--- src/pft_pkg.sv ---
/*
 * Offsets, fields, reset values, masks and timing of the fault block.
 * Assumes a 32-bit APB bus and a 10 MHz pclk.
 */
package pft_pkg;

    // Register byte offsets, one aligned word each
    localparam logic [11:0] PFT_OFF_FAULT_LIMIT  = 12'h000;
    localparam logic [11:0] PFT_OFF_TRIGGER      = 12'h004;
    localparam logic [11:0] PFT_OFF_BLANK        = 12'h008;
    localparam logic [11:0] PFT_OFF_OVERRIDE     = 12'h00C;
    localparam logic [11:0] PFT_OFF_INT_STATUS   = 12'h010;
    localparam logic [11:0] PFT_OFF_INT_MASK     = 12'h014;
    localparam logic [11:0] PFT_OFF_FAULT_STATE  = 12'h018;

    // Values after reset
    localparam logic [15:0] PFT_RST_FAULT_LIMIT  = 16'h0000;
    localparam logic [15:0] PFT_RST_TRIGGER      = 16'h0000;
    localparam logic [15:0] PFT_RST_BLANK        = 16'h0000;
    localparam logic [1:0]  PFT_RST_OVERRIDE     = 2'h0;
    localparam logic [2:0]  PFT_RST_INT          = 3'h0;

    // Implemented bits of each register
    localparam logic [15:0] PFT_MASK_FAULT_LIMIT = 16'h1FFF;
    localparam logic [15:0] PFT_MASK_TRIGGER     = 16'hFFF8;
    localparam logic [15:0] PFT_MASK_BLANK       = 16'hFFF8;

    // Fault/limit control fields
    localparam int PFT_FLC_MODE_LSB = 0;
    localparam int PFT_FLC_POL_BIT  = 2;
    localparam int PFT_FLC_SRC_LSB  = 3;

    // Fault mode encodings
    localparam logic [1:0] PFT_MODE_LATCH    = 2'h0;
    localparam logic [1:0] PFT_MODE_CYCLE    = 2'h1;
    localparam logic [1:0] PFT_MODE_RESERVED = 2'h2;
    localparam logic [1:0] PFT_MODE_OFF      = 2'h3;

    // Blanking control fields
    localparam int PFT_BLK_HR_BIT   = 15;
    localparam int PFT_BLK_HF_BIT   = 14;
    localparam int PFT_BLK_LR_BIT   = 13;
    localparam int PFT_BLK_LF_BIT   = 12;
    localparam int PFT_BLK_FEN_BIT  = 11;
    localparam int PFT_BLK_LEN_BIT  = 10;
    localparam int PFT_BLK_DUR_LSB  = 3;

    // Interrupt status bit positions
    localparam int PFT_INT_TRIG     = 0;
    localparam int PFT_INT_LATCH    = 1;
    localparam int PFT_INT_CYCLE    = 2;

    // Fault state register: write one to bit 0 clears the latch
    localparam int PFT_FST_LATCH    = 0;

    // Timing
    localparam logic [15:0] PFT_CLK_PERIOD_NS = 16'd100;
    localparam logic [15:0] PFT_BLANK_STEP_NS = 16'd8;

endpackage : pft_pkg

--- src/pft_pwm_fault_trigger.sv ---
/*
 * PWM fault override, trigger compare and edge blanking,
 * with an APB register slave and a masked interrupt.
 * Assumes PWM core inputs on pclk;
 * fault and limit sources are asynchronous.
 */
`timescale 1ns/100ps

module pft_pwm_fault_trigger
    import pft_pkg::*;
#(
    parameter int ADDR_W = 12
)
(
    input  wire logic              pclk,
    input  wire logic              presetn,
    input  wire logic              psel,
    input  wire logic              penable,
    input  wire logic              pwrite,
    input  wire logic [ADDR_W-1:0] paddr,
    input  wire logic [31:0]       pwdata,
    output logic      [31:0]       prdata,
    output logic                   pready,
    output logic                   pslverr,
    input  wire logic              pwm_high_in,
    input  wire logic              pwm_low_in,
    input  wire logic [15:0]       pwm_time_base,
    input  wire logic              period_start,
    input  wire logic [3:0]        comparator_in,
    input  wire logic [3:0]        shared_fault_in,
    input  wire logic              independent_fault_two,
    input  wire logic              independent_fault_four,
    input  wire logic              limit_in,
    output logic                   high_side_output,
    output logic                   low_side_output,
    output logic                   limit_active,
    output logic                   adc_trigger,
    output logic                   irq
);

    typedef struct packed {
        logic [15:0] fault_limit_control;
        logic [15:0] trigger_compare_value;
        logic [15:0] edge_blank_control;
        logic [1:0]  fault_override_values;
        logic [2:0]  int_status;
        logic [2:0]  int_mask;
        logic [10:0] sync_a;
        logic [10:0] sync_b;
        logic        fault_latched;
        logic        fault_cycle;
        logic [7:0]  blank_cnt;
        logic        high_prev;
        logic        low_prev;
        logic        match_prev;
        logic        high_out;
        logic        low_out;
        logic        limit_out;
        logic        adc_trig;
        logic        irq_out;
        logic        pready_out;
        logic        pslverr_out;
        logic [31:0] prdata_out;
    } pft_state_t;

    pft_state_t state_r;
    pft_state_t state_nxt;

    logic        fault_sel;
    logic [1:0]  mode;
    logic        blanking;
    logic        high_rise;
    logic        high_fall;
    logic        low_rise;
    logic        low_fall;
    logic        retrigger;
    logic        fault_eff;
    logic        latch_set;
    logic        cycle_set;
    logic        override;
    logic        match;
    logic        setup_ph;
    logic        access_wr;
    logic [31:0] read_word;
    logic        addr_ok;
    logic [2:0]  events;

    // Blanking time in whole pclk cycles, rounded up so it never falls short
    function automatic logic [7:0] blank_cycles(input logic [6:0] steps);
        logic [15:0] ns;
        logic [15:0] cyc;
        ns  = {9'h000, steps} * PFT_BLANK_STEP_NS;
        cyc = (ns + PFT_CLK_PERIOD_NS - 16'd1) / PFT_CLK_PERIOD_NS;
        return cyc[7:0];
    endfunction : blank_cycles

    // True when a byte address names one of our registers
    function automatic logic addr_hit(input logic [11:0] a);
        return (a == PFT_OFF_FAULT_LIMIT) || (a == PFT_OFF_TRIGGER) ||
               (a == PFT_OFF_BLANK) || (a == PFT_OFF_OVERRIDE) ||
               (a == PFT_OFF_INT_STATUS) || (a == PFT_OFF_INT_MASK) ||
               (a == PFT_OFF_FAULT_STATE);
    endfunction : addr_hit

    // Source select reads only the second synchroniser stage
    pft_fault_select u_fault_select (
        .source_select          (state_r.fault_limit_control[PFT_FLC_SRC_LSB +: 4]),
        .fault_polarity         (state_r.fault_limit_control[PFT_FLC_POL_BIT]),
        .comparator_in          (state_r.sync_b[3:0]),
        .shared_fault_in        (state_r.sync_b[7:4]),
        .independent_fault_two  (state_r.sync_b[8]),
        .independent_fault_four (state_r.sync_b[9]),
        .fault_active           (fault_sel)
    );

    // Register read mux; unimplemented bits come back as zero
    always_comb begin
        read_word = 32'h0000_0000;
        case (paddr[11:0])
            PFT_OFF_FAULT_LIMIT: read_word[15:0] = state_r.fault_limit_control;
            PFT_OFF_TRIGGER:     read_word[15:0] = state_r.trigger_compare_value;
            PFT_OFF_BLANK:       read_word[15:0] = state_r.edge_blank_control;
            PFT_OFF_OVERRIDE:    read_word[1:0]  = state_r.fault_override_values;
            PFT_OFF_INT_STATUS:  read_word[2:0]  = state_r.int_status;
            PFT_OFF_INT_MASK:    read_word[2:0]  = state_r.int_mask;
            PFT_OFF_FAULT_STATE: read_word[3:0]  = {fault_eff, blanking,
                                                    state_r.fault_cycle,
                                                    state_r.fault_latched};
            default:             read_word = 32'h0000_0000;
        endcase
    end

    // Next-state logic for the whole block
    always_comb begin
        state_nxt = state_r;
        addr_ok   = addr_hit(paddr[11:0]);
        setup_ph  = psel & ~penable;
        access_wr = psel & penable & state_r.pready_out & pwrite & ~state_r.pslverr_out;
        mode      = state_r.fault_limit_control[PFT_FLC_MODE_LSB +: 2];

        // Two-flop synchronisers for all asynchronous fault and limit inputs
        state_nxt.sync_a = {limit_in, independent_fault_four, independent_fault_two,
                            shared_fault_in, comparator_in};
        state_nxt.sync_b = state_r.sync_a;

        // Output edge detection feeds the blanking restart
        high_rise = pwm_high_in & ~state_r.high_prev;
        high_fall = ~pwm_high_in & state_r.high_prev;
        low_rise  = pwm_low_in & ~state_r.low_prev;
        low_fall  = ~pwm_low_in & state_r.low_prev;
        state_nxt.high_prev = pwm_high_in;
        state_nxt.low_prev  = pwm_low_in;
        retrigger = (state_r.edge_blank_control[PFT_BLK_HR_BIT] & high_rise) |
                    (state_r.edge_blank_control[PFT_BLK_HF_BIT] & high_fall) |
                    (state_r.edge_blank_control[PFT_BLK_LR_BIT] & low_rise) |
                    (state_r.edge_blank_control[PFT_BLK_LF_BIT] & low_fall);

        // Blanking counter: reload on an enabled edge, else count down to zero
        blanking = (state_r.blank_cnt != 8'h00);
        if (retrigger) begin
            state_nxt.blank_cnt = blank_cycles(state_r.edge_blank_control[9:3]);
        end else if (blanking) begin
            state_nxt.blank_cnt = state_r.blank_cnt - 8'h01;
        end

        // Blanked inputs look inactive only while their enable is set
        fault_eff = fault_sel & ~(state_r.edge_blank_control[PFT_BLK_FEN_BIT] & blanking);
        state_nxt.limit_out = state_r.sync_b[10] &
                              ~(state_r.edge_blank_control[PFT_BLK_LEN_BIT] & blanking);

        latch_set = (mode == PFT_MODE_LATCH) & fault_eff;
        cycle_set = (mode == PFT_MODE_CYCLE) & fault_eff;

        // Cycle override drops at period start; a fault in that cycle re-arms it
        if (period_start) begin
            state_nxt.fault_cycle = 1'b0;
        end
        if (cycle_set) begin
            state_nxt.fault_cycle = 1'b1;
        end

        // Latch clears by software only; a still-active fault wins over the clear
        if (access_wr && paddr[11:0] == PFT_OFF_FAULT_STATE && pwdata[PFT_FST_LATCH]) begin
            state_nxt.fault_latched = 1'b0;
        end
        if (latch_set) begin
            state_nxt.fault_latched = 1'b1;
        end

        // Disabled or reserved mode drops any override in force
        if (mode == PFT_MODE_OFF || mode == PFT_MODE_RESERVED) begin
            state_nxt.fault_latched = 1'b0;
            state_nxt.fault_cycle   = 1'b0;
        end

        // Override values replace both PWM outputs while a fault holds
        override = state_nxt.fault_latched | state_nxt.fault_cycle;
        state_nxt.high_out = override ? state_r.fault_override_values[1] : pwm_high_in;
        state_nxt.low_out  = override ? state_r.fault_override_values[0] : pwm_low_in;

        // Trigger compare; zero never matches, one pulse per match entry
        match = (state_r.trigger_compare_value != 16'h0000) &&
                (pwm_time_base == state_r.trigger_compare_value);
        state_nxt.match_prev = match;
        state_nxt.adc_trig   = match & ~state_r.match_prev;

        // Sticky events, cleared by writing one, set wins over clear
        events = 3'h0;
        events[PFT_INT_TRIG]  = match & ~state_r.match_prev;
        events[PFT_INT_LATCH] = latch_set & ~state_r.fault_latched;
        events[PFT_INT_CYCLE] = cycle_set & ~state_r.fault_cycle;
        if (access_wr && paddr[11:0] == PFT_OFF_INT_STATUS) begin
            state_nxt.int_status = state_r.int_status & ~pwdata[2:0];
        end
        state_nxt.int_status = state_nxt.int_status | events;

        // Register writes at the access edge, implemented bits only
        if (access_wr) begin
            case (paddr[11:0])
                PFT_OFF_FAULT_LIMIT:
                    state_nxt.fault_limit_control = pwdata[15:0] & PFT_MASK_FAULT_LIMIT;
                PFT_OFF_TRIGGER:
                    state_nxt.trigger_compare_value = pwdata[15:0] & PFT_MASK_TRIGGER;
                PFT_OFF_BLANK:
                    state_nxt.edge_blank_control = pwdata[15:0] & PFT_MASK_BLANK;
                PFT_OFF_OVERRIDE:
                    state_nxt.fault_override_values = pwdata[1:0];
                PFT_OFF_INT_MASK:
                    state_nxt.int_mask = pwdata[2:0];
                default: begin
                end
            endcase
        end

        // Level interrupt registered from the next status and mask, so it rises with the status bit
        state_nxt.irq_out = |(state_nxt.int_status & state_nxt.int_mask);

        // One-cycle access phase: answer is prepared during setup
        if (setup_ph) begin
            state_nxt.pready_out  = 1'b1;
            state_nxt.pslverr_out = ~addr_ok;
            state_nxt.prdata_out  = pwrite ? 32'h0000_0000 : read_word;
        end else begin
            state_nxt.pready_out  = 1'b0;
            state_nxt.pslverr_out = 1'b0;
        end
    end

    // Single state register; everything clears to zero at reset
    always_ff @(posedge pclk or negedge presetn) begin
        if (!presetn) begin
            state_r <= '0;
            state_r.fault_limit_control   <= PFT_RST_FAULT_LIMIT;
            state_r.trigger_compare_value <= PFT_RST_TRIGGER;
            state_r.edge_blank_control    <= PFT_RST_BLANK;
            state_r.fault_override_values <= PFT_RST_OVERRIDE;
            state_r.int_status            <= PFT_RST_INT;
            state_r.int_mask              <= PFT_RST_INT;
        end else begin
            state_r <= state_nxt;
        end
    end

    // Outputs straight from the state flops
    assign prdata           = state_r.prdata_out;
    assign pready           = state_r.pready_out;
    assign pslverr          = state_r.pslverr_out;
    assign high_side_output = state_r.high_out;
    assign low_side_output  = state_r.low_out;
    assign limit_active     = state_r.limit_out;
    assign adc_trigger      = state_r.adc_trig;
    assign irq              = state_r.irq_out;

endmodule : pft_pwm_fault_trigger

--- src/pft_fault_select.sv ---
/*
 * Fault source multiplexer with programmable polarity.
 * Assumes every source input has already been synchronised to pclk.
 */
`timescale 1ns/100ps

module pft_fault_select
    import pft_pkg::*;
(
    input  wire logic [3:0] source_select,
    input  wire logic       fault_polarity,
    input  wire logic [3:0] comparator_in,
    input  wire logic [3:0] shared_fault_in,
    input  wire logic       independent_fault_two,
    input  wire logic       independent_fault_four,
    output logic            fault_active
);

    logic picked;
    logic valid;

    // Source decode; reserved codes select nothing
    always_comb begin
        picked = 1'b0;
        valid  = 1'b1;
        case (source_select)
            4'h0, 4'h1, 4'h2, 4'h3: picked = comparator_in[source_select[1:0]];
            4'h8, 4'h9, 4'hA, 4'hB: picked = shared_fault_in[source_select[1:0]];
            4'hD:                   picked = independent_fault_two;
            4'hF:                   picked = independent_fault_four;
            default:                valid  = 1'b0;
        endcase
    end

    // A reserved code never faults, whatever the polarity
    assign fault_active = valid & (picked ^ fault_polarity);

endmodule : pft_fault_select

--- config.mk ---
export PLATFORM = sky130hd
export DESIGN_NAME = pft_pwm_fault_trigger
export DESIGN_NICKNAME = d
export VERILOG_FILES = /design/src/pft_pkg.sv /design/src/pft_pwm_fault_trigger.sv /design/src/pft_fault_select.sv
export SDC_FILE = /design/constraint.sdc
export NUM_CORES = 1
export LEC_CHECK = 0
export ABC_AREA = 1
export BUFFER_PORTS_ARGS = -buffer_cell sky130_fd_sc_hd__buf_2
export CAP_MARGIN = 5
export CORE_MARGIN = 10
export CORE_UTILIZATION = 40
export DETAILED_ROUTE_END_ITERATION = 16
export PLACE_DENSITY = 0.66
export SLEW_MARGIN = 20
export SYNTH_ARGS = -nofsm -noshare
export SYNTH_HDL_FRONTEND = slang
export SYNTH_SLANG_ARGS = --single-unit
--- constraint.sdc ---
create_clock -name pclk -period 4 [get_ports pclk]
set_input_delay 0.6 -clock pclk [delete_from_list [all_inputs] [get_ports pclk]]
set_output_delay 0.6 -clock pclk [all_outputs]
set_load 0.02 [all_outputs]
# Word level (Yosys, flattened, before mapping)
# Cells that the tools add are included.
# totals
ff_bits	121
in_bits	79
ram_bits	0
output_inout_bits	39
mem_bits_ro	0
latchBits	0
mem_count	0
# classes
n_bitwise	44
muxes	24
div_mod_pow	1
order_cmp	1
n_mul	0
n_eq_ne	19
add_sub_neg	3
shifts	0
reduce_logical	25
# op_table
operator	n
12-bit by 5-bit == test with 1-bit output (second input constant)	3
12-bit one-hot mux with 3 select lines	1
12-bit by 4-bit == test with 1-bit output (second input constant)	2
4-bit == test (second input constant)	6
1-bit AND	23
16-bit by 7-bit divider with 16-bit output (second input constant)	1
16-bit == test	1
16-bit two-way mux	1
8-bit two-way mux	2
16-bit nonzero test	1
12-bit by 3-bit == test with 1-bit output (second input constant)	1
12-bit logical NOT	1
1-bit inverter	12
1-bit one-hot mux with 4 select lines	3
11-bit by 1-bit subtractor with 12-bit output (second input constant)	1
10-bit by 7-bit adder with 11-bit output (second input constant)	1
2-bit one-hot mux with 5 select lines	1
10-bit OR reduction	1
1-bit two-way mux	9
3-bit two-way mux	3
4-bit by 2-bit == test with 1-bit output (second input constant)	2
2-bit AND reduction	4
8-bit nonzero test	1
4-bit OR reduction	2
other kinds (18)	34

# Longest topological paths before layout
# depth
word_depth	11
depth_mapped	30
mapped_depth_nobuf	29

# Modules after synthesis
# From an unflattened synthesis, not the netlist that was laid out.
# unflattened
cells_unflattened	653
hier_area_um2	5470.2
# by_module_without_submodules
mod	area_per_inst_um2	instances	seq_area_each_um2	cells_each
pft_pwm_fault_trigger	5328.9	1	2627.5	624
pft_fault_select	141.4	1	0.0	29

# Worst setup path after synthesis
# No wires, ideal clock.
# synth_timing
kind	register to register
startpoint	reg state_r[87] in the netlist's numbering
endpoint	reg state_r[42] in the netlist's numbering
slack_ns	1.144
period_less_slack_ns	2.856
n_path_buf	1
setup_ns	0.117
arrival_ns	2.740
path_stages_with_launch	31
path_cell_list	dfrtp_1 > buf_6 > inv_2 > ha_1 > inv_1 > nand3_1 > nand3_1 > nand2_2 > nand2_4 > nand2_2 > nand2_2 > nand2_4 > nand2_2 > nand2_4 > nor2_4 > nand2_4 > nand2_4 > nand2_4 > nand2_1 > inv_1 > ha_1 > inv_1 > nand3_1 > nand2_1 > nor2_1 > nand2_1 > nand3_1 > nand2_1 > nand4_1 > nand2_1 > nand2_1
# synth_via
elab_chain_len	4
# synth_lines
item	line	rtl
from (decl)	pft_pwm_fault_trigger.sv:66	pft_state_t state_r;
from (signal assigned)	pft_pwm_fault_trigger.sv:260	state_r <= state_nxt;
10-bit by 7-bit adder with 11-bit output	pft_pwm_fault_trigger.sv:93	cyc = (ns + PFT_CLK_PERIOD_NS - 16'd1) / PFT_CLK_PERIOD_NS;
11-bit by 1-bit subtractor with 12-bit output	pft_pwm_fault_trigger.sv:93	
16-bit by 7-bit divider with 16-bit output	pft_pwm_fault_trigger.sv:93	
8-bit two-way mux	pft_pwm_fault_trigger.sv:160	if (retrigger) begin
# Every way passes these cells.
# A chain may end at the register's enable or synchronous reset.

# Worst setup path after layout
# Same ends and word-level chain as after synthesis.

==> impl_metrics.csv <==
group,metric,value,unit
die,io_pins,118,
global_routing,grt_overflow,0,
global_routing,antenna_found_initial,0,
die,row_count,43,
cts,cts_made_buffers,9,
die,design.die.area,19300,um^2
pwr,p_leak,0.00314,uW
cts,worstSkewPairLatency,350,ps
global_routing,grt_pass1_vias,4674,
pwr,p_comb_share,11.3,%
timing,final-hold-violation-count,0,
cts,cts_root_buf,"clkbuf_16",
cts,htreeDepth,3,
synthesis,synthCells,700,
synthesis,ys_seq_area_share,46.5,%
route,drt_pass1_iterations,4,
layout,stdcell_area,6410,um^2
pwr,power.density,357,nW/um^2
critical_path,required,4250,ps
pwr,power.internal,1660,uW
synthesis,synth.distinct_cells,43,
timing,setup_viol,0,
route,drtIter0Drc,403,
route,drc_errors,0,
timing,rsz0062_at_grt,"no",
synthesis,async_flop_share,100,%
critical_path,cp.arrival,3640,ps
route,drt-vias-per-instance,4.91,
layout,fin_nets,862,
pwr,pwr-share-seq,50.6,%
timing,fin_skew,8.55,ps
timing,max_freq,0.295,GHz
pwr,switching_power,629,uW
layout,synthToLayoutAreaGrowth,13.6,%
pwr,netSwitchingFraction,27.5,%
pwr,ir_worst_vdd,0.397,mV
route,antenna_left,0,
critical_path,worstPathMaxFanout,9,
timing,min_period_over_period,84.7,%
layout,utilization,46.2,%
synthesis,yosys_warnings,0,
critical_path,crit_slowest_cell,"dfrtp_1",
placement,hpwl,10.8,mm
route,wire_per_inst,14.4,um
timing,period_minus_slack,3390,ps
timing,slew_headroom,34.0,%
critical_path,crit_type,"flop to flop",
timing,drv_slew,0,
placement,place.gp.congestion,0.876,
layout,antenna_cells,0,
critical_path,r2r-start,"state_r[87]",
global_routing,track_usage,14.2,%
run,maxCapViolations,0,
cts,holdBufCountCts,0,
cts,clk_path_buf_depth,2,
critical_path,cp-start-kind,"flop",
route,wirelength,13.8,mm
die,die_h,139,um
synthesis,yosys_most_used_dff,"dfrtp_1",
cts,cts_resized,0,
synthesis,avgSynthCellArea,8.06,um^2
global_routing,grt_pass1_wl,23.0,mm
cts,clock-sinks,105,
die,die_w,139,um
critical_path,end_kind,"flop",
synthesis,synth-seq-cells,105,
run_status,outcome,"complete, no violations",
critical_path,cp-startpoint,"state_r[87]",
pwr,clockPowerShare,38.1,%
synthesis,synth-edff-count,0,
synthesis,synth.cell_area,5650,um^2
cts,path_clk_slew,80,ps
route,vias,4723,
critical_path,cpPeakStageDelay,600,ps
placement,portBuffers,85,
timing,whs,259,ps
die,start_util,40.7,%
cts,cts_tree,"built",
timing,worst_slew_pin_slew,982,ps
hold_path,hp-class,"input pin to asynchronous set/reset pin",
placement,place_area,6120,um^2
global_routing,grt_start_max_net_pins,50,
timing,setup_tns,0,ps
die,core_area,13900,um^2
layout,drive_above_1_share,19.1,%
cts,post_cts_buffers,0,
==> cells in the mapped netlist, types with 7 or more instances <==
library cell    n  area (um^2)
nand2_2         9         56.3
nand4_1        14         87.6
o21ai_0        80          400
dfrtp_1       105         2630
clkbuf_1        9         33.8
a21oi_1        15         75.1
nor3_1          8         40.0
nand3_1        29          145
buf_4          33          248
nor4_1         10         62.6
nand2_1       160          601
ha_1            7         87.6
nand2_4         7         78.8
xor2_1          7         61.3
inv_1          89          334
nor2_1         54          203
==> state kept, by name (all words and copies together), names as in the netlist <==
signal,count
low_side_output,1
pready,1
mode,2
prdata,16
state_nxt,11
limit_active,1
irq,1
high_side_output,1
adc_trigger,1
pslverr,1
state_r,69
==> layer usage <==
| layer | up-vias | wire length [um] | track usage, % |
|---|---|---|---|
| met5 | - | 0 | 0 |
| met4 | 0 | 210 | 3.95 |
| met3 | 13 | 619 | 3.25 |
| li1 | 2382 | - | - |
| met1 | 2212 | 6770 | 19.6 |
| met2 | 116 | 6230 | 21.6 |
==> power by group through the flow <==
stage	sequential (uW)	clock (uW)	combinational, uW
final	1160	873	259
after global routing	1170	934	305
after CTS	1160	888	263
after detailed placement	1180	0	261
after global placement	1180	0	255
after floorplan	1170	0	180
==> stage by stage <==
step | instances | total power (uW) | worst slack, ps
floorplan | 715 | 1350 | 1140
CTS | 961 | 2310 | 588
finish | 961 | 2290 | 612
global route | 961 | 2400 | 271
detailed placement | 945 | 1440 | 600
global placement | 945 | 1430 | 640
==> worst max-delay path, delay by kind of cell (launching register included) <==
family        cells  cell delay (ps)
simple gates     23             1880
flops             1              600
buf+inv           4              340
fa+ha+maj         2              460
==> worst paths after layout <==
check                                 to  slack [ps]  cells after the start
min reg2reg                  state_r[55]         350                      0
max in group asynchronous    state_r[46]        2880                      2
min                          state_r[50]         260                      1
min in group pclk          state_nxt[52]         350                      1
max                          state_r[42]         610                     29
max reg2reg                  state_r[42]         610                     29
==> cell families after synthesis <==
| family | synth area share, % |
|---|---|
| other | 0.0664 |
| adders and majority gates | 1.55 |
| and+or+nand+nor | 25.2 |
| AOI/OAI and AO/OA | 13.1 |
| xor gates and xnor gates | 1.84 |
| buffers and inverters | 11.6 |
| DFF | 46.5 |
| muxes | 0.177 |
==> cell type report <==
| class | instances | area [um^2] |
|---|---|---|
| flip-flops and latches | 105 | 2630 |
| clock buffers | 9 | 225 |
| multi-input cells | 471 | 2420 |
| clock inverters | 7 | 67.6 |
| inverters | 96 | 360 |
| fillers | 1415 | 7470 |
| repair buffers | 93 | 488 |
| well taps | 180 | 225 |
==> layout by cell type, fill, tap and decap left out, drive strengths merged, types with 2 or more instances in the layout <==
master   count
nand3       35
a31oi        2
o2111ai      2
o211ai       2
dfrtp      105
nand2      176
a21oi       15
nand4       14
ha           7
a221oi       4
xnor2        3
inv        100
nor3         8
o31ai        2
nor2        61
nor4        10
nand3b       2
conb        16
clkinv       2
a211oi       2
a21boi       2
o22ai        6
a22o         6
clkbuf       9
xor2         8
buf         93
o21ai       82
Power figures use the tool's default switching activity.
